`src/stats_pkg.sv`:
```
// Shared types and constants for the statistics counter bank
package stats_pkg;
  localparam int          CLK_NS       = 5;
  localparam int          US_NS        = 1000;
  localparam int          US_CYCLES    = US_NS / CLK_NS;
  localparam logic [7:0]  US_LAST      = 8'(US_CYCLES - 1);
  localparam logic [13:0] LEN_64       = 14'h0040;
  localparam logic [13:0] LEN_65       = 14'h0041;
  localparam logic [13:0] LEN_127      = 14'h007f;
  localparam logic [13:0] LEN_128      = 14'h0080;
  localparam logic [13:0] LEN_255      = 14'h00ff;
  localparam logic [13:0] LEN_256      = 14'h0100;
  localparam logic [13:0] LEN_511      = 14'h01ff;
  localparam logic [13:0] LEN_512      = 14'h0200;
  localparam logic [13:0] LEN_1023     = 14'h03ff;
  localparam logic [13:0] LEN_1024     = 14'h0400;
  localparam logic [13:0] LEN_1518     = 14'h05ee;
  localparam logic [15:0] DEFER_MARGIN = 16'h0010;
  localparam logic [15:0] DEFER_MAX    = 16'hffff;
  localparam logic [4:0]  COL_LIMIT    = 5'h10;

  typedef enum logic [1:0] {
    PWR_NORMAL = 2'b00,
    PWR_SLEEP0 = 2'b01,
    PWR_SLEEP3 = 2'b10,
    PWR_OTHER  = 2'b11
  } pwr_t;

  typedef enum logic [1:0] {
    ADDR_UCAST = 2'b00,
    ADDR_BCAST = 2'b01,
    ADDR_MCAST = 2'b10
  } addr_t;

  // Receive frame report, valid when done is high
  typedef struct packed {
    logic        done;
    logic        good;
    logic        filter_fail;
    logic        overflow;
    logic [13:0] len;
  } rx_stat_t;

  // Transmit attempt report, valid when done is high
  typedef struct packed {
    logic        done;
    logic        partial;
    logic        fcs_bad;
    logic        carrier_err;
    logic        late_col;
    logic        pause;
    logic        flow_ctrl;
    addr_t       addr;
    logic [13:0] len;
  } tx_stat_t;

  typedef struct packed {
    logic [19:0] rx_512_1023;
    logic [19:0] rx_1024_1518;
    logic [19:0] rx_gt_1518;
    logic [31:0] rx_lpi_trans;
    logic [31:0] rx_lpi_time;
    logic [19:0] tx_fcs_err;
    logic [19:0] tx_excess_defer;
    logic [19:0] tx_carrier_err;
    logic [31:0] tx_bad_bytes;
    logic [19:0] tx_single_col;
    logic [19:0] tx_multi_col;
    logic [19:0] tx_excess_col;
    logic [19:0] tx_late_col;
    logic [31:0] tx_ucast_bytes;
    logic [31:0] tx_bcast_bytes;
    logic [31:0] tx_mcast_bytes;
    logic [19:0] tx_ucast;
    logic [19:0] tx_bcast;
    logic [19:0] tx_mcast;
    logic [19:0] tx_pause;
    logic [19:0] tx_64;
    logic [19:0] tx_65_127;
    logic [19:0] tx_128_255;
    logic [19:0] tx_256_511;
  } stats_t;

  typedef struct packed {
    stats_t      cnt;
    logic        lpi_prev;
    logic [7:0]  us_div;
    logic [15:0] defer_cnt;
    logic        defer_hit;
    logic [4:0]  col_cnt;
    logic        abort;
  } state_t;
endpackage
```
`src/ethernet_stats_counters.sv`:
```
// Statistics counter bank for the MAC receive and transmit paths
// Notes on behaviour
// - Count good receive frames 512 to 1023
// - Count good receive frames 1024 to 1518
// - Count good receive frames above 1518
// - Filtered or overflowed frames skip receive bins
// - Count rising edges of receive idle
// - Accumulate receive idle time in microseconds
// - Idle counters cleared while efficiency enable low
// - Idle counters run in normal and sleep states
// - Count bad or forced bad checksum frames
// - Flag deferral over two frames plus 16
// - Deferral timer restarts for every deferral
// - Count frames with carrier absence or loss
// - Accumulate bytes of errored transmissions
// - Count single and multiple collision successes
// - Sixteen collisions abort frame and count
// - Count frames aborted by late collision
// - Byte totals per address type, good frames, not flow control
// - Frame counts per address type, good frames, not flow control
// - Count successfully sent pause frames
// - Count good 64 byte frames, not flow control
// - Count good transmit frames 65 to 511 binned
`timescale 1ns/10ps
`default_nettype none

module ethernet_stats_counters
  import stats_pkg::*;
(
  input  wire logic        CORE_CLK,
  input  wire logic        RST,
  input  wire rx_stat_t    RX_STAT,
  input  wire tx_stat_t    TX_STAT,
  input  wire logic        RX_LPI,
  input  wire logic        EEE_EN,
  input  wire pwr_t        POWER_STATE,
  input  wire logic        FORCE_BAD_CRC,
  input  wire logic [13:0] MAX_SIZE,
  input  wire logic        TX_DEFER,
  input  wire logic        BYTE_TICK,
  input  wire logic        TX_COLLISION,
  output var  stats_t      STATS,
  output var  logic        TX_ABORT
);

  state_t      q;
  state_t      d;
  logic        rx_ok;
  logic        pwr_ok;
  logic        tx_err;
  logic        tx_good;
  logic [15:0] defer_thr;

  // Qualifiers for the frame reports
  assign rx_ok = RX_STAT.done & RX_STAT.good
               & ~RX_STAT.filter_fail & ~RX_STAT.overflow;
  assign pwr_ok = (POWER_STATE != PWR_OTHER);
  assign tx_err = TX_STAT.fcs_bad | FORCE_BAD_CRC
                | TX_STAT.carrier_err | TX_STAT.late_col
                | (q.col_cnt == COL_LIMIT);
  assign tx_good = TX_STAT.done & ~TX_STAT.partial & ~tx_err;
  assign defer_thr = {1'b0, MAX_SIZE, 1'b0} + DEFER_MARGIN;

  // Next state: frame counters add one, byte counters add the length, each of its own width, and wrap
  always_comb
  begin
    d = q;
    d.abort = 1'b0;
    // Receive length bins
    if (rx_ok)
    begin
      if (RX_STAT.len >= LEN_512 && RX_STAT.len <= LEN_1023)
        d.cnt.rx_512_1023 = q.cnt.rx_512_1023 + 20'h1;
      if (RX_STAT.len >= LEN_1024 && RX_STAT.len <= LEN_1518)
        d.cnt.rx_1024_1518 = q.cnt.rx_1024_1518 + 20'h1;
      if (RX_STAT.len > LEN_1518)
        d.cnt.rx_gt_1518 = q.cnt.rx_gt_1518 + 20'h1;
    end
    // Receive low power idle, held clear while disabled
    d.lpi_prev = RX_LPI;
    if (!EEE_EN)
    begin
      d.cnt.rx_lpi_trans = '0;
      d.cnt.rx_lpi_time = '0;
      d.us_div = '0;
    end
    else if (pwr_ok)
    begin
      if (RX_LPI && !q.lpi_prev)
        d.cnt.rx_lpi_trans = q.cnt.rx_lpi_trans + 32'h1;
      if (RX_LPI)
      begin
        if (q.us_div == US_LAST)
        begin
          d.us_div = '0;
          d.cnt.rx_lpi_time = q.cnt.rx_lpi_time + 32'h1;
        end
        else
          d.us_div = q.us_div + 8'h1;
      end
    end
    // Transmit frame end clears per frame tracking first
    if (TX_STAT.done && !TX_STAT.partial)
    begin
      d.col_cnt = '0;
      d.defer_hit = 1'b0;
    end
    // Deferral timer in byte times, zero outside a deferral
    if (!TX_DEFER)
      d.defer_cnt = '0;
    else if (BYTE_TICK && q.defer_cnt != DEFER_MAX)
    begin
      d.defer_cnt = q.defer_cnt + 16'h1;
      if (q.defer_cnt == defer_thr && !q.defer_hit)
      begin
        d.defer_hit = 1'b1;
        d.cnt.tx_excess_defer = q.cnt.tx_excess_defer + 20'h1;
      end
    end
    // Collision tally and abort on the sixteenth
    if (TX_COLLISION && q.col_cnt < COL_LIMIT)
    begin
      d.col_cnt = q.col_cnt + 5'h1;
      if (q.col_cnt == COL_LIMIT - 5'h1)
      begin
        d.abort = 1'b1;
        d.cnt.tx_excess_col = q.cnt.tx_excess_col + 20'h1;
      end
    end
    // Transmit error counters
    if (TX_STAT.done)
    begin
      if (TX_STAT.fcs_bad || FORCE_BAD_CRC)
        d.cnt.tx_fcs_err = q.cnt.tx_fcs_err + 20'h1;
      if (TX_STAT.carrier_err)
        d.cnt.tx_carrier_err = q.cnt.tx_carrier_err + 20'h1;
      if (TX_STAT.late_col)
        d.cnt.tx_late_col = q.cnt.tx_late_col + 20'h1;
      if (tx_err)
        d.cnt.tx_bad_bytes = q.cnt.tx_bad_bytes
                           + {18'h0, TX_STAT.len};
    end
    // Successful transmit counters
    if (tx_good)
    begin
      if (q.col_cnt == 5'h1)
        d.cnt.tx_single_col = q.cnt.tx_single_col + 20'h1;
      if (q.col_cnt > 5'h1)
        d.cnt.tx_multi_col = q.cnt.tx_multi_col + 20'h1;
      if (TX_STAT.pause)
        d.cnt.tx_pause = q.cnt.tx_pause + 20'h1;
      if (!TX_STAT.flow_ctrl)
      begin
        case (TX_STAT.addr)
          ADDR_UCAST:
          begin
            d.cnt.tx_ucast_bytes = q.cnt.tx_ucast_bytes
                                 + {18'h0, TX_STAT.len};
            d.cnt.tx_ucast = q.cnt.tx_ucast + 20'h1;
          end
          ADDR_BCAST:
          begin
            d.cnt.tx_bcast_bytes = q.cnt.tx_bcast_bytes
                                 + {18'h0, TX_STAT.len};
            d.cnt.tx_bcast = q.cnt.tx_bcast + 20'h1;
          end
          ADDR_MCAST:
          begin
            d.cnt.tx_mcast_bytes = q.cnt.tx_mcast_bytes
                                 + {18'h0, TX_STAT.len};
            d.cnt.tx_mcast = q.cnt.tx_mcast + 20'h1;
          end
          default:
          begin
            d.cnt.tx_ucast = q.cnt.tx_ucast;
          end
        endcase
        if (TX_STAT.len == LEN_64)
          d.cnt.tx_64 = q.cnt.tx_64 + 20'h1;
      end
      if (TX_STAT.len >= LEN_65 && TX_STAT.len <= LEN_127)
        d.cnt.tx_65_127 = q.cnt.tx_65_127 + 20'h1;
      if (TX_STAT.len >= LEN_128 && TX_STAT.len <= LEN_255)
        d.cnt.tx_128_255 = q.cnt.tx_128_255 + 20'h1;
      if (TX_STAT.len >= LEN_256 && TX_STAT.len <= LEN_511)
        d.cnt.tx_256_511 = q.cnt.tx_256_511 + 20'h1;
    end
  end

  // State register
  always_ff @(posedge CORE_CLK or posedge RST)
  begin
    if (RST)
      q <= '0;
    else
      q <= d;
  end

  // Outputs straight from flip-flops
  assign STATS = q.cnt;
  assign TX_ABORT = q.abort;
endmodule // ethernet_stats_counters

`default_nettype wire

```
`config.mk`:
```
export PLATFORM = sky130hd
export DESIGN_NAME = ethernet_stats_counters
export DESIGN_NICKNAME = d
export VERILOG_FILES = /design/src/stats_pkg.sv /design/src/ethernet_stats_counters.sv
export SDC_FILE = /design/constraint.sdc
export NUM_CORES = 1
export LEC_CHECK = 0
export BUFFER_PORTS_ARGS = -buffer_cell sky130_fd_sc_hd__buf_2
export CAP_MARGIN = 20
export CORE_AREA = 2 2 261 289
export CTS_CLUSTER_SIZE = 8
export DETAILED_ROUTE_END_ITERATION = 10
export DIE_AREA = 0 0 263 291
export GPL_TIMING_DRIVEN = 1
export HOLD_SLACK_MARGIN = 0.05
export MAX_ROUTING_LAYER = met4
export PLACE_DENSITY = 0.7
export SLEW_MARGIN = 25
export SYNTH_ARGS = -nofsm -noshare
export SYNTH_HDL_FRONTEND = slang
export SYNTH_SLANG_ARGS = --single-unit
```
`constraint.sdc`:
```
create_clock -name CORE_CLK -period 50.3 [get_ports CORE_CLK]
set_input_delay 10.06 -clock CORE_CLK [delete_from_list [all_inputs] [get_ports CORE_CLK]]
set_output_delay 10.06 -clock CORE_CLK [all_outputs]
set_load 0.05 [all_outputs]
```
* Word level (Yosys, flattened, before mapping)
Index checks and enable logic that the tools add are counted.
Word-level totals: register bits after elaboration 584, bits of input ports 65, output and inout bits 553, logic and storage cells 154
Operators by class: add/sub/neg operators 28, $lt $le $gt $ge 13, eq/ne operators 15, mux-type cells 16, bitwise operators 14, reduce and logical (&&, ||, !) cells 38
Operators with widths (number):
- 20-bit by 1-bit adder with 20-bit output (second input constant) | 18
- 32-bit by 14-bit adder with 32-bit output | 4
- 64-bit 2-to-1 mux | 2
- 32-bit 2-to-1 mux | 3
- 32-bit by 1-bit adder with 32-bit output (second input constant) | 2
- 8-bit 2-to-1 mux | 4
- 2-bit AND reduction | 16
- 3-bit AND reduction | 6
- 17-bit 2-to-1 mux | 1
- 15-bit by 5-bit adder with 16-bit output (second input constant) | 1
- 16-bit by 1-bit adder with 16-bit output (second input constant) | 1
- 16-bit == test | 1
- 16-bit 2-to-1 mux | 1
- 16-bit != test (second input constant) | 1
- 14-bit by 7-bit == test with 1-bit output (second input constant) | 1
- 14-bit by 10-bit >= comparator with 1-bit output (second input constant) | 1
- 14-bit by 11-bit >= comparator with 1-bit output (second input constant) | 1
- 14-bit by 7-bit >= comparator with 1-bit output (second input constant) | 1
- 14-bit by 8-bit >= comparator with 1-bit output (second input constant) | 1
- 14-bit by 9-bit >= comparator with 1-bit output (second input constant) | 1
- 14-bit by 11-bit greater-than comparator with 1-bit output (second input constant) | 1
- 14-bit by 10-bit <= comparator with 1-bit output (second input constant) | 1
- 14-bit by 11-bit <= comparator with 1-bit output (second input constant) | 1
- 14-bit by 7-bit <= comparator with 1-bit output (second input constant) | 1
- other kinds (24) | 53

* Longest topological paths before layout
depth in word-level cells 7, gate-level depth with buffers 11, gate-level depth less buffers 10

* Least setup slack after synthesis
No wires, ideal clock.
kind input-to-reg, from in MAX_SIZE[3], to reg q (netlist bit STATS[395]), setup time 79 ps, data arrival time 12172 ps, data required time 50221 ps, setup slack 38049 ps, stages 10, path buffers 2, path through ha_1 -> buf_2 -> nand4_1 -> nor3_1 -> xor2_1 -> o311ai_0 -> nand2_1 -> clkbuf_1 -> nor4_1 -> xor2_1
Between the ends: cells in the longest elaborated chain, start to end 4
RTL lines:
- start, declared | line ethernet_stats_counters.sv:38 | input wire logic [13:0] MAX_SIZE,
- 15-bit by 5-bit adder with 16-bit output | line ethernet_stats_counters.sv:62 | assign defer_thr = {1'b0, MAX_SIZE, 1'b0} + DEFER_MARGIN;
- 16-bit == test | line ethernet_stats_counters.sv:114 | if (q.defer_cnt == defer_thr && !q.defer_hit)
- 1-bit logical AND | line ethernet_stats_counters.sv:114
- 3-bit AND reduction (no source line)
- end signal, assigned | line ethernet_stats_counters.sv:194 | q <= '0;
- end signal, assigned | line ethernet_stats_counters.sv:196 | q <= d;
- end, declared | line ethernet_stats_counters.sv:46 | state_t q;
Every way passes these cells. A chain may end at the register's enable or synchronous reset.

* Worst setup path after layout
from in FORCE_BAD_CRC, to reg q (netlist bit STATS[211])
Between the ends: cells in the longest elaborated chain, start to end 7
RTL lines:
- start, declared | line ethernet_stats_counters.sv:37 | input wire logic FORCE_BAD_CRC,
- 1-bit bitwise OR | line ethernet_stats_counters.sv:58 | assign tx_err = TX_STAT.fcs_bad | FORCE_BAD_CRC
- 1-bit bitwise OR (2 in a row) | line ethernet_stats_counters.sv:59 | | TX_STAT.carrier_err | TX_STAT.late_col
- 1-bit bitwise OR | line ethernet_stats_counters.sv:60 | | (q.col_cnt == COL_LIMIT);
- 1-bit NOT | line ethernet_stats_counters.sv:61 | assign tx_good = TX_STAT.done & ~TX_STAT.partial & ~tx_err;
- 1-bit bitwise AND | line ethernet_stats_counters.sv:61
- 3-bit AND reduction (no source line)
Every way passes these cells.

==> summary by stage <==
Global route
The total global routing track utilization is between 20% and 30%. The pin count of the biggest net entering global routing is approximately 130. The leftover overflow at the end of global routing is 0. The global-route wire length before repair is approximately 130000 um. The initial antenna violation count is 7. The number of global-route vias before repair is about 22k.

Synthesis
The post-synthesis instance area is 32770 um2. The yosys synthesis warning count is 0. By area, the combinational part of the netlist is dominated by simple AND/OR/NAND/NOR gates. The post-synthesis share of cell area spent on and, or, nand and nor gates is 18.38%. Ranked by total cell area, the synthesized netlist is headed by dfrtp_1 45%, buf_4 13%, xnor2_1 9.4%. The portion of synthesized area spent on multiplexers is less than 1%.

The synthesized netlist devotes under 10% of its cell area to compound gates. The biggest area contributor in the post-synthesis netlist is dfrtp_1. The share of synthesized cell area in full adder, half adder and majority cells is about 3.4%. In this run, synthesis inferred 0 flip-flops with an integrated enable.

Summing the areas of all xor and xnor instances in the mapped netlist gives approximately 15% of the synthesized area. Among all flip-flop cells after synthesis, the most frequent one is dfrtp_1. The share of the synthesized area in the top cell type is ~45%.

The share of synthesized flip-flops with an asynchronous set or reset is 100.0%. The post-synthesis sequential area ratio is 44.60%. In this run, synthesis produced a sequential element count of roughly 580. The mean post-synth cell area is 9.962 um2. The distinct cell type count of the synthesized netlist is 78. The number of cells produced by synthesis is around 3.3k. The post-synth net total is 3441.

Power and ir drop
For this design the static power due to leakage is between 15 and 20 nW. The maximum VDD drop is approximately 0.00005 V. The total chip power is 0.001248 W.

The power per standard cell area is 35.46 nW/um2.

STA
The worst slew margin relative to its limit is 24.92%. The number of hold violations in the final report came to 0. Setup repair after global routing left no endpoint under its margin. The number of pins with negative max-slew slack in the final report is 0. Dividing the final minimum period by the clock period gives 25.65%.

The final critical path time including I/O delays and setup is between 10 and 15 ns. The worst hold margin is 0.4551 ns. The final clock skew is between 0.015 and 0.02 ns.

Setup violations remaining at the end of the flow were counted as 0. For the pin with the worst max-slew slack, the measured transition is approximately 1.1 ns. Based on the critical path, the design can be clocked at up to between 70 and 80 MHz. After routing, the total negative slack on setup checks comes to 0 ns.

Setup path
STA classifies the critical path startpoint as an input pin. The top cell family by delay on the critical path is simple AND/OR/NAND/NOR gates. For this run, the slowest stage of the critical path takes ~0.94 ns. The endpoint kind of the worst setup timing path is a register.

The signal on the critical path passes through buf_2 > nor4_1 > nand2b_1 > nor3_1 > o211a_1 > and3_1 > xor2_1. At the worst endpoint, the arrival time is 13.44 ns. Among all stages on the critical path, the largest delay is contributed by nor4_1. The critical path in this run is classified as in -> reg. The total buffers and inverters traversed by the critical path is 1.

For the worst setup path, the data required time is between 50 and 60 ns. Along the worst path, the maximum fanout reaches 9.

Routing
The count of vias placed by the detailed router is about 23k. In the routed design, unresolved DRC markers number 0. The detailed router's first-iteration violation count is ~1.2k. The detail route stage leaves a number of antenna-violating nets equal to 0.

Dividing the detail-routed via count by the number of cells gives ~5.1. The detailed-route wire length is between 80000 and 90000 um. After detailed routing, the average wire length per cell comes to roughly 18 um. Before antenna repair, the detailed router went through 5 iterations.

Clock tree
Clock tree synthesis selected as its root buffer the cell clkbuf_16. TritonCTS built the clock tree. The number of buffers added for setup after CTS is 0. The H-tree was split into 3 levels. The number of hold buffers added after cts is 0. The clock reaches the later pin of the worst-skew pair after 0.61 ns. In this run, CTS created clock tree buffers numbering 83. The clock drives 584 sinks. The maximum clock insertion buffer count is 3. Clock-pin slew was measured on the worst setup and hold paths at 0.05 ns. Post-CTS repair changed the size of 0 cells.

Place
The instance area after placement is between 30000 and 40000 um2. The half-perimeter wire length after detailed placement is 60360 um. Port buffering added a little over 600 buffers. At the end of routability-driven placement, the weighted congestion stood at ~0.9.

Finish
The post-layout instance area is ~35000 um2. The net count reported at finish is roughly 3.6k. The layout cell share with drive strength beyond 1 is 22.52%. Cells fill 47.67% of the core in the end. The area growth from synthesis to layout is 7.412%.

Die
The height of the chip is 291 um. The floorplan row count is ~110. The number of I/O pins is slightly above 600. The die area is ~77000 um2.

In this run the standard cell core region covers around 74000 um2. For this configuration, the core starts out at a cell density of 44.38%. The width of the die is between 200 and 300 um.

Run status
The flow ran to the end, and the final reports show no timing, DRC or antenna violations.

Run
The reported max-cap violation count is 0.

Hold path
The path class of the lowest-slack min-delay path is reg -> reg.
registers in the layout, indices dropped and copies added, names as in the netlist:
signal / flops
TX_ABORT: 1
STATS: 552
q: 31
layout by cell type (no fill, tap or decap), types with 83 or more instances in the layout:
master	count
and2_1	86
and3_1	94
buf_2	617
clkbuf_16	85
dfrtp_1	584
ha_1	83
nand2_1	322
nand3_1	171
nand4_1	123
nor2_1	155
o21ai_0	86
xnor2_1	353
xor2_1	195
worst register-to-register path, cell delays in order, from the launching register on:
cell	delay (ns)
dfrtp_1	0.45
inv_1	0.07
ha_1	0.21
and4bb_2	0.30
nand2b_1	0.34
nor3_1	0.92
o211a_1	0.54
and3_1	0.25
xor2_1	0.14
kinds of logic (layout without fill, tap and decap cells):
| logic type | after synthesis | after routing |
|---|---|---|
| buf+inv | 659 | 784 |
| mux | 14 | 14 |
| compound gates | 234 | 234 |
| xor+xnor | 548 | 548 |
| other cells | 0 | 6 |
| fa+ha+maj | 87 | 87 |
| flops | 584 | 584 |
| simple gates | 1163 | 1163 |
power breakdown:
part	internal, W	switching (W)	total [W]
sequential	0.000493	0.0000263	0.000520
combinational	0.0000638	0.000156	0.000220
clock	0.000303	0.000205	0.000508
Yosys cell counts, drive strengths merged (23+ instances only):
cell      n
a21o     23
and3     94
o21ai    86
inv      56
nor3     57
dfrtp   584
nand2   322
buf     563
clkbuf   40
nor4     24
a21oi    40
ha       83
xnor2   353
xor2    195
nand3   171
nand4   123
and2     87
and4     36
nor2    156
path summary, 6_finish.rpt:
path	endpoint	slack (ns)	startpoint	cells past startpoint
worst min register to register	STATS[255]	0.46	STATS[255]	1
worst max register to register	STATS[211]	47.01	q[1]	8
worst min-delay path	STATS[255]	0.46	STATS[255]	1
worst max-delay path	STATS[211]	37.40	FORCE_BAD_CRC	7
max in group asynchronous	STATS[164]	38.44	RST	4
min in group asynchronous	STATS[524]	9.67	RST	2
metrics by stage:
stage               cells  setup WS, ns
global placement     4279         36.91
floorplan            3289         23.90
global route         4383         37.29
finish               4383         37.40
CTS                  4374         37.38
detailed placement   4279         36.77
final cells by class:
class | instances | area [um2]
clock buffers | 90 | 2176
fillers | 6758 | 38640
repair buffers | 633 | 3268
inverters | 56 | 217.7
well taps | 963 | 1205
flip-flops and latches | 584 | 14610
clock inverters | 5 | 98.84
multi-input cells | 2046 | 13600
diodes | 6 | 15.01
layer usage:
metal	part of all wire, %	GRT usage [%]	up-vias
li1	-	-	10740
met1	42	25.52	10990
met2	48	34.40	648
met3	7.0	5.609	154
met4	3.4	7.986	0
met5	0	-	-
Note: power is estimated with default switching activity, not from simulation.
